<file path="src/verilog/cxp_cfg.svh">
// Constants for the configuration extend port: windows, field widths, clock rates and reset values
`ifndef CXP_CFG_SVH
`define CXP_CFG_SVH

// Register number windows served by user logic
`define CXP_LEGACY_LO 10'h010
`define CXP_LEGACY_HI 10'h01f
`define CXP_EXTENDED_LO 10'h100
`define CXP_EXTENDED_HI 10'h3ff

// Field widths
`define CXP_REG_W 10
`define CXP_FUNC_W 8
`define CXP_DATA_W 32
`define CXP_BE_W 4

// Clock rates in kHz; the user tick is derived from the system clock
`define CXP_SYS_CLK_KHZ 200000
`define CXP_UCLK_LO_KHZ 62500
`define CXP_UCLK_MID_KHZ 125000
`define CXP_UCLK_HI_KHZ 250000
`define CXP_ACC_W 16

// Reset values
`define CXP_RST_DATA 32'h0000_0000

`endif

</file>
<file path="src/verilog/cxp_pkg.sv">
// Types shared by the configuration extend port modules
`default_nettype none
package cxp_pkg;
	typedef enum logic [1:0] {CXP_RATE_LO, CXP_RATE_MID, CXP_RATE_HI} cxp_rate_t;
	typedef enum logic {CXP_IDLE, CXP_READ} cxp_state_t;
endpackage
`default_nettype wire

</file>
<file path="src/verilog/cxp_clk_if.sv">
// Carrier between the request engine and the user clock and reset generator
`timescale 1ns/100ps
`default_nettype none
interface cxp_clk_if;
	logic fund_rst;
	cxp_pkg::cxp_rate_t rate_sel;
	logic user_reset;
	logic user_tick;
	modport gen (input fund_rst, input rate_sel, output user_reset, output user_tick);
	modport use_side (output fund_rst, output rate_sel, input user_reset, input user_tick);
endinterface
`default_nettype wire

</file>
<file path="src/verilog/cxp_clk_rst.sv">
// User reset synchroniser and user clock-rate tick generator
`include "cxp_cfg.svh"
`timescale 1ns/100ps
`default_nettype none
module cxp_clk_rst (
	input wire logic clk,
	input wire logic srst,
	cxp_clk_if.gen crif
);
	localparam longint INC_LO = (longint'(`CXP_UCLK_LO_KHZ) << `CXP_ACC_W) / `CXP_SYS_CLK_KHZ;
	localparam longint INC_MID = (longint'(`CXP_UCLK_MID_KHZ) << `CXP_ACC_W) / `CXP_SYS_CLK_KHZ;
	localparam logic [`CXP_ACC_W:0] ACC_MAX = {1'b0, {`CXP_ACC_W{1'b1}}};

	logic sync1_reg;
	logic sync2_reg;
	logic [`CXP_ACC_W-1:0] acc_reg;
	logic tick_reg;
	logic [`CXP_ACC_W:0] inc;
	logic [`CXP_ACC_W:0] sum;

	// Asserts at once on fundamental reset, releases two clocks later on our edge
	always_ff @(posedge clk or posedge crif.fund_rst)
	begin
		if (crif.fund_rst)
		begin
			sync1_reg <= 1'b1;
			sync2_reg <= 1'b1;
		end
		else
		begin
			sync1_reg <= 1'b0;
			sync2_reg <= sync1_reg;
		end
	end

	// Phase step per rate; the top rate exceeds the system clock, so it ticks every cycle
	assign inc = (crif.rate_sel == cxp_pkg::CXP_RATE_LO) ? (`CXP_ACC_W+1)'(INC_LO) :
		(crif.rate_sel == cxp_pkg::CXP_RATE_MID) ? (`CXP_ACC_W+1)'(INC_MID) : ACC_MAX + 1'b1;
	assign sum = {1'b0, acc_reg} + inc;

	// Carry out of the accumulator marks one user clock period
	always_ff @(posedge clk)
	begin
		if (srst)
		begin
			acc_reg <= '0;
			tick_reg <= 1'b0;
		end
		else
		begin
			acc_reg <= sum[`CXP_ACC_W-1:0];
			tick_reg <= sum[`CXP_ACC_W];
		end
	end

	assign crif.user_reset = sync2_reg;
	assign crif.user_tick = tick_reg;
endmodule
`default_nettype wire

</file>
<file path="src/verilog/cxp_ext_port.sv">
// Configuration extend port: forwards link configuration requests to user logic
// Behaviour
// - With no user space enabled every configuration read pulses read-received for one cycle.
// - With legacy user space on, a read of registers 0x10..0x1f holds read-received until valid data.
// - With extended user space on, a read of registers 0x100..0x3ff holds read-received until valid data.
// - A read outside both windows always pulses read-received for exactly one cycle.
// - Each configuration write pulses write-received for one cycle.
// - The 10-bit register number is valid whenever read-received or write-received is high.
// - The 8-bit function number is valid whenever read-received or write-received is high.
// - The 32-bit write data is valid while write-received is high.
// - A 4-bit byte enable qualifies the bytes of each write.
// - Read data is captured on the edge after read-received when its valid strobe is set.
// - User logic raises read-data-valid with the data, sampled on the edge after read-received.
// - A user clock tick for 62.5 or 125 MHz, fixed by configuration, is made from the system clock that times this port; at 250 MHz it ticks every cycle.
// - User reset asserts asynchronously with fundamental reset and releases on the clock.
`include "cxp_cfg.svh"
`timescale 1ns/100ps
`default_nettype none
module cxp_ext_port (
	input wire logic SYS_CLK,
	input wire logic SRST,
	input wire logic FUND_RST,
	input wire logic [1:0] UCLK_RATE_SEL,
	input wire logic LEGACY_SPACE_EN,
	input wire logic EXTENDED_SPACE_EN,
	input wire logic LINK_REQ_VALID,
	input wire logic LINK_REQ_WRITE,
	input wire logic [`CXP_REG_W-1:0] LINK_REG_NUM,
	input wire logic [`CXP_FUNC_W-1:0] LINK_FUNC_NUM,
	input wire logic [`CXP_DATA_W-1:0] LINK_WR_DATA,
	input wire logic [`CXP_BE_W-1:0] LINK_BYTE_EN,
	output logic LINK_REQ_READY,
	output logic LINK_CPL_VALID,
	output logic LINK_CPL_FROM_USER,
	output logic [`CXP_DATA_W-1:0] LINK_CPL_DATA,
	output logic READ_RECEIVED,
	output logic WRITE_RECEIVED,
	output logic [`CXP_REG_W-1:0] REGISTER_NUMBER,
	output logic [`CXP_FUNC_W-1:0] FUNCTION_NUMBER,
	output logic [`CXP_DATA_W-1:0] WRITE_DATA,
	output logic [`CXP_BE_W-1:0] WRITE_BYTE_ENABLE,
	input wire logic [`CXP_DATA_W-1:0] READ_DATA,
	input wire logic READ_DATA_VALID,
	output logic USER_RESET,
	output logic USER_CLK_TICK
);
	cxp_pkg::cxp_state_t state_reg;
	cxp_pkg::cxp_state_t state_next;
	logic ready_reg;
	logic rd_reg;
	logic wr_reg;
	logic hold_reg;
	logic cpl_valid_reg;
	logic cpl_user_reg;
	logic [`CXP_DATA_W-1:0] cpl_data_reg;
	logic [`CXP_REG_W-1:0] reg_num_reg;
	logic [`CXP_FUNC_W-1:0] func_num_reg;
	logic [`CXP_DATA_W-1:0] wdata_reg;
	logic [`CXP_BE_W-1:0] be_reg;

	cxp_clk_if crif ();

	// Reset and rate tick generation live in their own module
	cxp_clk_rst u_clk_rst (
		.clk(SYS_CLK),
		.srst(SRST),
		.crif(crif)
	);

	assign crif.fund_rst = FUND_RST;
	assign crif.rate_sel = cxp_pkg::cxp_rate_t'(UCLK_RATE_SEL);

	// Request decode: which reads wait for user data
	wire accept = LINK_REQ_VALID && ready_reg;
	wire acc_wr = accept && LINK_REQ_WRITE;
	wire acc_rd = accept && !LINK_REQ_WRITE;
	wire in_legacy = (LINK_REG_NUM >= `CXP_LEGACY_LO) && (LINK_REG_NUM <= `CXP_LEGACY_HI);
	wire in_extended = (LINK_REG_NUM >= `CXP_EXTENDED_LO) && (LINK_REG_NUM <= `CXP_EXTENDED_HI);
	wire hold_legacy = LEGACY_SPACE_EN && in_legacy;
	wire hold_extended = EXTENDED_SPACE_EN && in_extended;
	wire hold_req = hold_legacy || hold_extended;
	wire rd_done_user = (state_reg == cxp_pkg::CXP_READ) && READ_DATA_VALID;
	wire rd_done_self = (state_reg == cxp_pkg::CXP_READ) && !hold_reg;
	wire rd_done = rd_done_user || rd_done_self;

	// Next state: a read parks here until answered or its single pulse is over
	always_comb
	begin
		state_next = state_reg;
		unique case (state_reg)
			cxp_pkg::CXP_IDLE:
				if (acc_rd)
					state_next = cxp_pkg::CXP_READ;
			cxp_pkg::CXP_READ:
				if (rd_done)
					state_next = cxp_pkg::CXP_IDLE;
		endcase
	end

	// Control flops; a read stalls the link so the held address stays put
	always_ff @(posedge SYS_CLK)
	begin
		if (SRST)
		begin
			state_reg <= cxp_pkg::CXP_IDLE;
			ready_reg <= 1'b0;
			rd_reg <= 1'b0;
			wr_reg <= 1'b0;
			hold_reg <= 1'b0;
		end
		else
		begin
			state_reg <= state_next;
			ready_reg <= (state_next == cxp_pkg::CXP_IDLE);
			rd_reg <= (state_next == cxp_pkg::CXP_READ);
			wr_reg <= acc_wr;
			hold_reg <= acc_rd ? hold_req : hold_reg;
		end
	end

	// Request fields are latched at acceptance and held through a pending read
	always_ff @(posedge SYS_CLK)
	begin
		if (SRST)
		begin
			reg_num_reg <= '0;
			func_num_reg <= '0;
			wdata_reg <= `CXP_RST_DATA;
			be_reg <= '0;
		end
		else if (accept)
		begin
			reg_num_reg <= LINK_REG_NUM;
			func_num_reg <= LINK_FUNC_NUM;
			wdata_reg <= LINK_WR_DATA;
			be_reg <= LINK_BYTE_EN;
		end
	end

	// Completion back to the link; user data wins if the strobe came in time
	always_ff @(posedge SYS_CLK)
	begin
		if (SRST)
		begin
			cpl_valid_reg <= 1'b0;
			cpl_user_reg <= 1'b0;
			cpl_data_reg <= `CXP_RST_DATA;
		end
		else
		begin
			cpl_valid_reg <= rd_done;
			if (rd_done)
			begin
				cpl_user_reg <= rd_done_user;
				cpl_data_reg <= rd_done_user ? READ_DATA : `CXP_RST_DATA;
			end
		end
	end

	assign LINK_REQ_READY = ready_reg;
	assign LINK_CPL_VALID = cpl_valid_reg;
	assign LINK_CPL_FROM_USER = cpl_user_reg;
	assign LINK_CPL_DATA = cpl_data_reg;
	assign READ_RECEIVED = rd_reg;
	assign WRITE_RECEIVED = wr_reg;
	assign REGISTER_NUMBER = reg_num_reg;
	assign FUNCTION_NUMBER = func_num_reg;
	assign WRITE_DATA = wdata_reg;
	assign WRITE_BYTE_ENABLE = be_reg;
	assign USER_RESET = crif.user_reset;
	assign USER_CLK_TICK = crif.user_tick;
endmodule
`default_nettype wire

</file>
<file path="config.mk">
export PLATFORM = sky130hd
export DESIGN_NAME = cxp_ext_port
export DESIGN_NICKNAME = d
export VERILOG_FILES = /design/src/verilog/cxp_pkg.sv /design/src/verilog/cxp_clk_if.sv /design/src/verilog/cxp_clk_rst.sv /design/src/verilog/cxp_ext_port.sv
export VERILOG_INCLUDE_DIRS = /design/src /design/src/verilog
export SDC_FILE = /design/constraint.sdc
export NUM_CORES = 1
export LEC_CHECK = 0
export BUFFER_PORTS_ARGS = -buffer_cell sky130_fd_sc_hd__buf_2
export CORE_MARGIN = 4
export CORE_UTILIZATION = 40
export DETAILED_ROUTE_END_ITERATION = 16
export PLACE_DENSITY = 0.73
export SLEW_MARGIN = 20
export SYNTH_ARGS = -nofsm -noshare
export SYNTH_HDL_FRONTEND = slang
export SYNTH_SLANG_ARGS = --single-unit
</file>
<file path="constraint.sdc">
create_clock -name SYS_CLK -period 4.9 [get_ports SYS_CLK]
set_clock_uncertainty 0.1 [all_clocks]
set_input_delay 0.245 -clock SYS_CLK [delete_from_list [all_inputs] [get_ports SYS_CLK]]
set_output_delay 0.245 -clock SYS_CLK [all_outputs]
set_load 0.02 [all_outputs]
</file>
==> impl_metrics.py, run 1 <==
metrics = {
    "global_route": {
        "antenna_found_initial": 0,
        "grt_pass1_wl_um": 16060,
        "grt-ovfl-total": 0,
        "grt_usage_pct": 17.40,
        "grt_pass1_vias": 3363,
        "grt_max_degree": 100,
    },
    "sta": {
        "maxSlewViolCount": 0,
        "final-hold-violation-count": 0,
        "post-route-min-period_ns": 1.790,
        "finalSetupTns_ns": 0,
        "rsz0062_at_grt": "false",
        "timing.slew.headroom_pct": 30.64,
        "finalCritPeriodShare_pct": 36.53,
        "max_freq_mhz": 558.6,
        "worst_pin_slew_ns": 1.037,
        "finalSetupViolCount": 0,
    },
    "cts": {
        "cts_tree": "done",
        "cts_root_buf": "clkbuf_8",
        "clk_latency_ns": 0.34,
        "clockBufferDepth": 2,
        "clock-sinks": 99,
        "cts_setup_buffers": 0,
        "clkTransAtPathRegs_ns": 0.10,
        "cts_htree_levels": 3,
        "numCtsBuffers": 9,
    },
    "synthesis": {
        "synthFlopType": "dfxtp_1",
        "ys_seq_elements": 99,
        "synth_area_um2": 3840,
        "syn_inst": 434,
        "syn-mean-instance-area_um2": 8.848,
        "ys_warn_count": 0,
        "yosysSeqAreaShare_pct": 51.94,
        "synthDistinctLibCells": 31,
        "synthArstFlopShare_pct": 2.020,
        "syn-num-nets": 535,
        "synth_edf_count": 0,
    },
    "place": {
        "dp_hpwl_um": 6991,
        "numPortBuffers": 188,
        "gp_congestion": 0.7599,
    },
    "detailed_routing": {
        "dr.pass1.iters": 4,
        "drt_iter0_markers": 124,
        "post_drt_wl_per_cell_um": 13.49,
        "wirelength_um": 10020,
        "vias": 3467,
        "drc": 0,
        "antenna_left": 0,
        "viasPerCell": 4.666,
    },
    "cells_and_area": {
        "nets": 710,
        "drive_above_1_share_pct": 44.30,
        "syn_to_final_growth_pct": 31.09,
        "final_core_util_pct": 54.22,
        "diodes": 0,
    },
    "worst_setup_path": {
        "criticalPathCategory": "reg -> reg",
        "critical_path_arrival_ns": 1.94,
        "critical_path_required_ns": 5.05,
        "cp_slowest_cell": "fa_1",
        "max_stage_delay_ns": 0.40,
        "crit_chain": "ha_1 > fa_1 > a21o_1 > a21oi_1 > mux2_2",
        "path_max_fanout": 2,
        "crit_family": "adder cells",
        "crit_buf_inv": 0,
        "critPathCaptureType": "flip-flop",
        "worstSetupStartpointType": "flip-flop",
    },
    "worst_hold_path": {
        "hold_path.class": "in -> reg",
    },
    "floorplanning": {
        "io-pin-count": 189,
        "die_x_um": 106.0,
        "rows": 35,
        "core-area_um2": 9284,
        "die_h_um": 106.0,
        "start_util_pct": 41.36,
        "die_area_um2": 11230,
    },
    "pwr": {
        "power_leakage_nw": 2.248,
        "p_total_mw": 1.663,
        "powerDensity_nw_per_um2": 330.5,
        "peakVddDrop_mv": 0.1560,
    },
    "run_status": {
        "status": "completed",
    },
    "job": {
        "drv_cap": 0,
    },
}
routing by layer:
metal  vias up  track usage [%]  routed length [um]
li1       1768                -                   -
met1      1576            21.26                4202
met2       107            29.60                4967
met3        16            5.161                 653
met4         0            5.273                 197
met5         -                0                   0
layout make-up:
class	count	area, um^2
fillers	911	4250
clock buffers	10	127.6
inverters	2	7.507
clock inverters	6	97.59
repair buffers	197	1037
well taps	129	161.4
multi-input cells	300	1608
flip-flops and latches	99	1994
final timing paths:
kind	to	depth (start not counted)	slack [ns]	start
hold / removal	FUNCTION_NUMBER[5]	3	0.02	LINK_FUNC_NUM[5]
setup / recovery	u_clk_rst.crif.user_tick	5	3.11	u_clk_rst.acc_reg[12]
setup reg to reg	u_clk_rst.crif.user_tick	5	3.11	u_clk_rst.acc_reg[12]
min in group asynchronous	u_clk_rst.sync1_reg	3	0.35	FUND_RST
hold reg to reg	u_clk_rst.crif.user_reset	0	0.27	u_clk_rst.sync1_reg
max in group asynchronous	u_clk_rst.crif.user_reset	3	4.33	FUND_RST
power by group:
| group | switching (mW) | internal [mW] | total [mW] |
|---|---|---|---|
| logic | 0.137 | 0.0863 | 0.223 |
| clock network | 0.287 | 0.295 | 0.583 |
| registers | 0.0172 | 0.841 | 0.858 |
| total | 0.441 | 1.22 | 1.66 |
tightest hold or removal path, delay by kind of cell:
family          cells  cell delay [ns]
simple gates        1             0.05
buf+inv             1             0.10
compound gates      1             0.05
stage by stage:
| stage | cells | hold slack [ns] | instance area, um^2 | setup slack [ns] |
|---|---|---|---|---|
| floorplan | 434 | 0.05650 | 3840 | 3.173 |
| global placement | 718 | 0.1665 | 4715 | 3.034 |
| detailed placement | 718 | 0.1830 | 4715 | 2.994 |
| CTS | 737 | 0.001967 | 4970 | 3.103 |
| global route | 743 | 0.0008568 | 5034 | 2.988 |
| finish | 743 | 0.01946 | 5034 | 3.110 |
synth_stat cells (2+ instances only):
cell | count | area (um^2)
a21o_1 | 2 | 15.01
clkbuf_1 | 7 | 26.28
and3b_1 | 2 | 17.52
nand2_1 | 112 | 420.4
nand2_2 | 30 | 187.7
buf_4 | 7 | 52.55
dfxtp_1 | 97 | 1942
buf_12 | 4 | 80.08
a21oi_2 | 30 | 262.8
a21oi_1 | 60 | 300.3
o21ai_1 | 28 | 140.1
o21ai_0 | 7 | 35.03
nor2b_1 | 5 | 31.28
mux2_2 | 2 | 22.52
buf_2 | 15 | 75.07
dfstp_2 | 2 | 52.55
ha_1 | 4 | 50.05
nor2_1 | 7 | 26.28
placed cells by master (no fill, tap or decap), types with 5 or more instances in the layout:
master | Yosys | final
a21oi_1 | 60 | 60
a21oi_2 | 30 | 30
buf_2 | 15 | 187
clkbuf_8 | 0 | 9
dfxtp_1 | 97 | 97
dlygate4sd3_1 | 0 | 9
nand2_1 | 112 | 111
nand2_2 | 30 | 31
nor2_1 | 7 | 7
nor2b_1 | 5 | 5
o21ai_0 | 7 | 7
o21ai_1 | 28 | 28
kinds of logic after synthesis:
group | after synthesis | synth area share (%)
multiplexers | 2 | 0.5865
AND/OR/NAND/NOR | 163 | 19.19
flip-flops | 99 | 51.94
buffers and inverters | 35 | 6.289
XOR/XNOR | 1 | 0.2281
other | 1 | 0.09766
adder cells (fa/ha/maj) | 5 | 1.825
AO/OA/AOI/OAI | 128 | 19.84
repair_timing:
action | 4_1_cts | 5_1_grt
endpoints found under the hold margin | 4 | 6
hold buffers | 3 | 6
gates resized for setup | 0 | 0
Note: power is estimated with default switching activity, not from simulation.
==> run 2, diff against run 1 <==
--- a/config.mk
+++ b/config.mk
@@ -6,11 +6,12 @@
 export SDC_FILE = /design/constraint.sdc
 export NUM_CORES = 1
 export LEC_CHECK = 0
+export ABC_AREA = 1
 export BUFFER_PORTS_ARGS = -buffer_cell sky130_fd_sc_hd__buf_2
 export CORE_MARGIN = 4
 export CORE_UTILIZATION = 40
 export DETAILED_ROUTE_END_ITERATION = 16
-export PLACE_DENSITY = 0.73
+export PLACE_DENSITY = 0.77
 export SLEW_MARGIN = 20
 export SYNTH_ARGS = -nofsm -noshare
 export SYNTH_HDL_FRONTEND = slang
==> constraint.sdc (replaced) <==
create_clock -name SYS_CLK -period 1.6 [get_ports SYS_CLK]
set_clock_uncertainty 0.1 [all_clocks]
set_input_delay 0.08 -clock SYS_CLK [delete_from_list [all_inputs] [get_ports SYS_CLK]]
set_output_delay 0.08 -clock SYS_CLK [all_outputs]
set_load 0.02 [all_outputs]
==> run 2 against run 1 <==
  * Worst setup slack got worse by 3.0 ns
  * Critical endpoint is now u_clk_rst.acc_reg[13]
  * Die area down 4.9%
  * Critical path type is now in -> reg
  * Cell count up 11%
  * Utilization up 11 points
  * Hold slack lost 0.012 ns
  * Clock power rose to 2.8 times the previous value
==> impl_metrics.py, run 2 <==
metrics = {
    "cells_and_area": {
        "mostFrequentLayoutCell": "buf_2",
        "drive_above_1_share_pct": 34.03,
        "fillers": 702,
        "final_cell_mix": "buf_2, nor2_1, dfxtp_1",
        "multi_input_comb_area_um2": 1419,
        "diodes": 0,
        "nets": 813,
        "fin_area_um2": 5756,
        "syn_to_final_growth_pct": 58.35,
        "final_cells": 825,
        "final_core_util_pct": 65.68,
        "seq_area_um2": 1994,
    },
    "sta": {
        "timing.slew.headroom_pct": 66.03,
        "post-route-min-period_ns": 1.526,
        "maxSlewViolCount": 0,
        "finalSetupTns_ns": 0,
        "worst_pin_slew_ns": 0.5087,
        "worst_slack_ns": 0.07427,
        "rsz0062_at_grt": "false",
        "whs_ns": 0.007229,
        "final-hold-violation-count": 0,
        "max_freq_mhz": 655.4,
        "finalSetupViolCount": 0,
        "finalCritPeriodShare_pct": 95.36,
    },
    "pwr": {
        "clkPwrFrac_pct": 31.1,
        "powerDensity_nw_per_um2": 926.3,
        "p_sw_mw": 1.486,
        "p_seq_share_pct": 50.3,
        "swShare_pct": 27.88,
        "pwr-share-comb_pct": 18.7,
        "p_int_mw": 3.845,
        "p_total_mw": 5.331,
        "peakVddDrop_mv": 0.5544,
        "power_leakage_nw": 2.688,
    },
    "job": {
        "drv_cap": 0,
    },
    "synthesis": {
        "ys_warn_count": 0,
        "synth_area_um2": 3635,
        "synthArstFlopShare_pct": 2.020,
        "synth_edf_count": 0,
        "synth_commonest_cells": "nor2_1, dfxtp_1, nand2_1, o21ai_0, a21oi_1",
        "synth.most_common_cell": "nor2_1",
        "ys_seq_elements": 99,
        "yosysSeqAreaShare_pct": 54.87,
        "netlist_top_cells_area": "dfxtp_1, nor2_1, o21ai_0",
        "yosysTopAreaCell": "dfxtp_1",
        "syn-mean-instance-area_um2": 8.242,
        "syn-num-nets": 542,
        "syn_inst": 441,
        "netlist.area_leader.share_pct": 53.43,
        "synthFlopType": "dfxtp_1",
        "synthDistinctLibCells": 25,
    },
    "cts": {
        "clk_latency_ns": 0.34,
        "cts_root_buf": "clkbuf_8",
        "numCtsBuffers": 9,
        "clkTransAtPathRegs_ns": 0.10,
        "clockBufferDepth": 2,
        "clock-sinks": 99,
        "cts_setup_buffers": 0,
        "cts_htree_levels": 3,
        "cts_tree": "done",
    },
    "floorplanning": {
        "start_util_pct": 41.48,
        "die_area_um2": 10680,
        "io-pin-count": 189,
        "rows": 34,
        "core-area_um2": 8763,
        "die_h_um": 103.3,
        "die_x_um": 103.3,
    },
    "place": {
        "postPlaceCellArea_um2": 4623,
        "gp_congestion": 0.7997,
        "dp_slack_ns": 0.05963,
        "numPortBuffers": 188,
        "place_inst": 718,
        "dp_hpwl_um": 7128,
    },
    "detailed_routing": {
        "drc": 0,
        "vias": 3877,
        "drt_iter0_markers": 133,
        "post_drt_wl_per_cell_um": 13.92,
        "wirelength_um": 11490,
        "antenna_left": 0,
        "dr.pass1.iters": 4,
        "viasPerCell": 4.699,
    },
    "global_route": {
        "grt_pass1_wl_um": 17540,
        "grt_max_degree": 39,
        "grt-ovfl-total": 0,
        "grt_pass1_vias": 3837,
        "grt_usage_pct": 20.83,
        "antenna_found_initial": 0,
    },
    "worst_setup_path": {
        "criticalPathCategory": "in -> reg",
        "critical_path.most_common_cell": "nor2_1",
        "max_stage_delay_ns": 0.53,
        "path_max_fanout": 3,
        "crit_chain": "dlygate4sd3_1 > buf_2 > nor2_1 > ha_1 > fa_2 > inv_1 > nor2_1",
        "critPathCaptureType": "flip-flop",
        "worstSetupStartpointType": "input pin",
        "critical_path_required_ns": 1.73,
        "cp_slowest_cell": "dlygate4sd3_1",
        "critical_path_arrival_ns": 1.65,
    },
    "worst_hold_path": {
        "hold_path.class": "in -> reg",
    },
    "run_status": {
        "status": "completed",
    },
}
-- run 2: what timing repair did --
action | CTS | global route
hold buffers | 91 | 0
endpoints found under the setup margin | 0 | 35
gates resized for setup | 0 | 4
hold endpoints to repair | 93 | 0
-- run 2: path summary, 6_finish.rpt --
check | start | to | slack (ns) | depth (start not counted)
worst min register to register | u_clk_rst.sync1_reg | u_clk_rst.crif.user_reset | 0.26 | 0
max in group asynchronous | FUND_RST | u_clk_rst.sync1_reg | 1.21 | 3
worst max register to register | READ_RECEIVED | LINK_CPL_DATA[29] | 0.15 | 4
min in group asynchronous | FUND_RST | u_clk_rst.crif.user_reset | 0.17 | 3
worst min-delay path | EXTENDED_SPACE_EN | hold_reg | 0.007 | 5
worst max-delay path | UCLK_RATE_SEL[1] | u_clk_rst.acc_reg[13] | 0.07 | 7
-- run 2: cell type report --
class / instances / area share, %
clock buffer: 10 / 2.391
clock inverter: 6 / 1.283
inverter: 11 / 0.8043
multi-input combinational: 304 / 24.65
sequential: 99 / 34.65
tap: 108 / 2.348
timing repair buffer: 287 / 33.87
-- run 2: power groups by stage --
stage / clock network (mW) / registers (mW) / logic (mW)
after CTS: 1.72 / 2.68 / 0.976
after floorplan: 0 / 2.89 / 0.334
after detailed placement: 0 / 2.73 / 0.802
after global placement: 0 / 2.73 / 0.783
final: 1.66 / 2.68 / 0.995
after global routing: 1.79 / 2.69 / 1.09
-- run 2: metal layers --
metal | share of wire, % | wire (um) | up-vias | global-route usage (%)
met3 | 6.5 | 742 | 34 | 3.890
met5 | 0 | 0 | - | 0
met1 | 38 | 4363 | 1745 | 21.96
li1 | - | - | 1943 | -
met4 | 3.7 | 428 | 0 | 11.55
met2 | 52 | 5952 | 155 | 38.68
-- run 2: logic make-up after synthesis --
group,share of synthesized area [%]
compound gates,14.97
xor+xnor,0.2410
fa+ha+maj,1.928
buf+inv,6.299
flops,54.87
other cells,0.1032
simple gates,21.58
-- run 2: worst max-delay path: cells and delay by family --
kind / cells / cell delay [ns]
simple gates: 2 / 0.16
buf+inv: 3 / 0.74
fa+ha+maj: 2 / 0.67
==> run 3, diff against run 2 <==
--- a/config.mk
+++ b/config.mk
@@ -8,6 +8,7 @@
 export LEC_CHECK = 0
 export ABC_AREA = 1
 export BUFFER_PORTS_ARGS = -buffer_cell sky130_fd_sc_hd__buf_2
+export CORE_ASPECT_RATIO = 1.2
 export CORE_MARGIN = 4
 export CORE_UTILIZATION = 40
 export DETAILED_ROUTE_END_ITERATION = 16
==> run 3 against run 2 <==
  * Count of clock-buffer cells in the layout is 1 higher
  * Maximum frequency down 2.4%
  * Hold slack improved by 0.056 ns
  * Cell count grew 0.85%
  * Global-route usage is 1.2 points higher
  * Power is 1.1% lower
  * Register-to-register slack hardly changed
  * Die area is essentially flat
  * Critical path depth unchanged
  * Combinational power up 0.4%
  * Sequential power about the same
  * Utilization grew 0.18 points
  * Largest cell class unchanged
  * Highest routed layer unchanged
==> impl_metrics.py, run 3 (synthesis results as in run 2) <==
metrics = {
    "run_status": {
        "status": "completed",
    },
    "floorplanning": {
        "die_h_um": 112.4,
        "die_area_um2": 10680,
        "core-area_um2": 8703,
        "start_util_pct": 41.76,
        "io-pin-count": 189,
        "die_x_um": 95.02,
        "rows": 37,
    },
    "sta": {
        "max_freq_mhz": 639.8,
        "maxSlewViolCount": 0,
        "finalSetupTns_ns": 0,
        "timing.slew.headroom_pct": 65.44,
        "rsz0062_at_grt": "false",
        "finalSetupViolCount": 0,
        "post-route-min-period_ns": 1.563,
        "final-hold-violation-count": 0,
        "finalCritPeriodShare_pct": 97.68,
        "worst_pin_slew_ns": 0.5183,
    },
    "place": {
        "numPortBuffers": 188,
        "postPlaceCellArea_um2": 4607,
        "dp_hpwl_um": 6863,
        "gp_congestion": 0.7313,
    },
    "cells_and_area": {
        "nets": 811,
        "syn_to_final_growth_pct": 57.69,
        "fin_area_um2": 5732,
        "mostFrequentLayoutCell": "buf_2",
        "final_core_util_pct": 65.86,
        "diodes": 0,
        "drive_above_1_share_pct": 33.99,
        "final_cell_mix": "buf_2, nor2_1, dfxtp_1",
    },
    "cts": {
        "numCtsBuffers": 9,
        "cts_setup_buffers": 0,
        "cts_htree_levels": 3,
        "clock-sinks": 99,
        "clk_latency_ns": 0.35,
        "clockBufferDepth": 2,
        "cts_root_buf": "clkbuf_8",
        "cts_tree": "done",
        "clkTransAtPathRegs_ns": 0.10,
    },
    "pwr": {
        "powerDensity_nw_per_um2": 920.4,
        "power_leakage_nw": 2.671,
        "pwr-share-comb_pct": 18.9,
        "p_int_mw": 3.818,
        "swShare_pct": 27.62,
        "p_sw_mw": 1.457,
        "clkPwrFrac_pct": 30.3,
        "p_seq_share_pct": 50.8,
        "peakVddDrop_mv": 0.4492,
    },
    "detailed_routing": {
        "viasPerCell": 4.770,
        "antenna_left": 0,
        "vias": 3969,
        "dr.pass1.iters": 4,
        "drc": 0,
        "wirelength_um": 11820,
        "post_drt_wl_per_cell_um": 14.21,
        "drt_iter0_markers": 161,
    },
    "worst_setup_path": {
        "path_max_fanout": 3,
        "critical_path_required_ns": 1.74,
        "critical_path_arrival_ns": 1.70,
        "critPathCaptureType": "flip-flop",
        "worstSetupStartpointType": "input pin",
        "criticalPathCategory": "in -> reg",
    },
    "worst_hold_path": {
        "hold_path.class": "in -> reg",
    },
    "global_route": {
        "grt_util_met3_pct": 7.507,
        "use_met2_pct": 37.63,
        "grt-ovfl-total": 0,
        "antenna_found_initial": 0,
        "grt_pass1_vias": 4030,
        "grt.busiest_layer": "met2",
        "grt_usage_pct": 22.04,
        "grt_pass1_wl_um": 18870,
        "grt_max_degree": 60,
        "use_met1_pct": 24.08,
    },
    "job": {
        "drv_cap": 0,
    },
}
[run 3: changes by cell type in the layout (fill, tap and decap cells not counted), sizes merged]
cell      change
clkbuf        +1
buf           -2
clkinvlp      -1
inv           -1
clkinv        +1
[run 3: final cells by class]
type	count	area, um^2
Clock buffer	11	141.4
Tap cell	117	146.4
Sequential cell	99	1994
Fill cell	694	2972
Clock inverter	5	52.55
Timing Repair Buffer	285	1922
Multi-Input combinational cell	304	1431
Inverter	11	43.79
[run 3: per-stage QoR]
| stage | power (mW) | hold WS, ns | cells | worst slack, ns |
|---|---|---|---|---|
| after detailed placement | 3.528 | 0.01231 | 725 | 0.1695 |
| after CTS | 5.277 | 0.04449 | 832 | 0.04914 |
| after global placement | 3.499 | 0.007899 | 725 | 0.1957 |
| after floorplan | 3.220 | -0.1085 | 441 | 0.2368 |
| final | 5.275 | 0.06284 | 832 | 0.03706 |
| after global routing | 5.524 | 0.1117 | 832 | 0.005118 |
[run 3: final timing paths]
kind	end	slack, ns	start	cells past startpoint
worst max register to register	LINK_CPL_DATA[11]	0.16	READ_RECEIVED	4
min in group asynchronous	u_clk_rst.crif.user_reset	0.19	FUND_RST	3
worst max-delay path	u_clk_rst.acc_reg[13]	0.04	UCLK_RATE_SEL[1]	7
max in group asynchronous	u_clk_rst.sync1_reg	1.19	FUND_RST	3
worst min-delay path	hold_reg	0.06	EXTENDED_SPACE_EN	5
worst min register to register	u_clk_rst.crif.user_reset	0.26	u_clk_rst.sync1_reg	0
[run 3: power groups by stage]
| stage | sequential, mW | combinational (mW) | clock (mW) |
|---|---|---|---|
| after floorplan | 2.89 | 0.334 | 0 |
| after global placement | 2.72 | 0.774 | 0 |
| after detailed placement | 2.73 | 0.795 | 0 |
| after CTS | 2.68 | 0.972 | 1.63 |
| after global routing | 2.70 | 1.09 | 1.74 |
| final | 2.68 | 0.999 | 1.60 |
[run 3: repair_timing]
item / 4_1_cts / 5_1_grt
endpoints found under the hold margin: 93 / 0
hold buffers: 91 / 0
setup endpoints to repair: 0 / 3
resized for setup: 0 / 6
[run 3: routing by layer]
| layer | up-vias | wire length, um |
|---|---|---|
| met3 | 40 | 1209 |
| li1 | 1934 | - |
| met5 | - | 0 |
| met4 | 0 | 386 |
| met1 | 1791 | 4527 |
| met2 | 204 | 5695 |
[run 3: worst max-delay path, stage by stage]
cell and delay [ns]:
dlygate4sd3_1 0.57, buf_2 0.17, nor2_2 0.13, ha_2 0.21
fa_2 0.45, inv_1 0.07, nor2_1 0.03
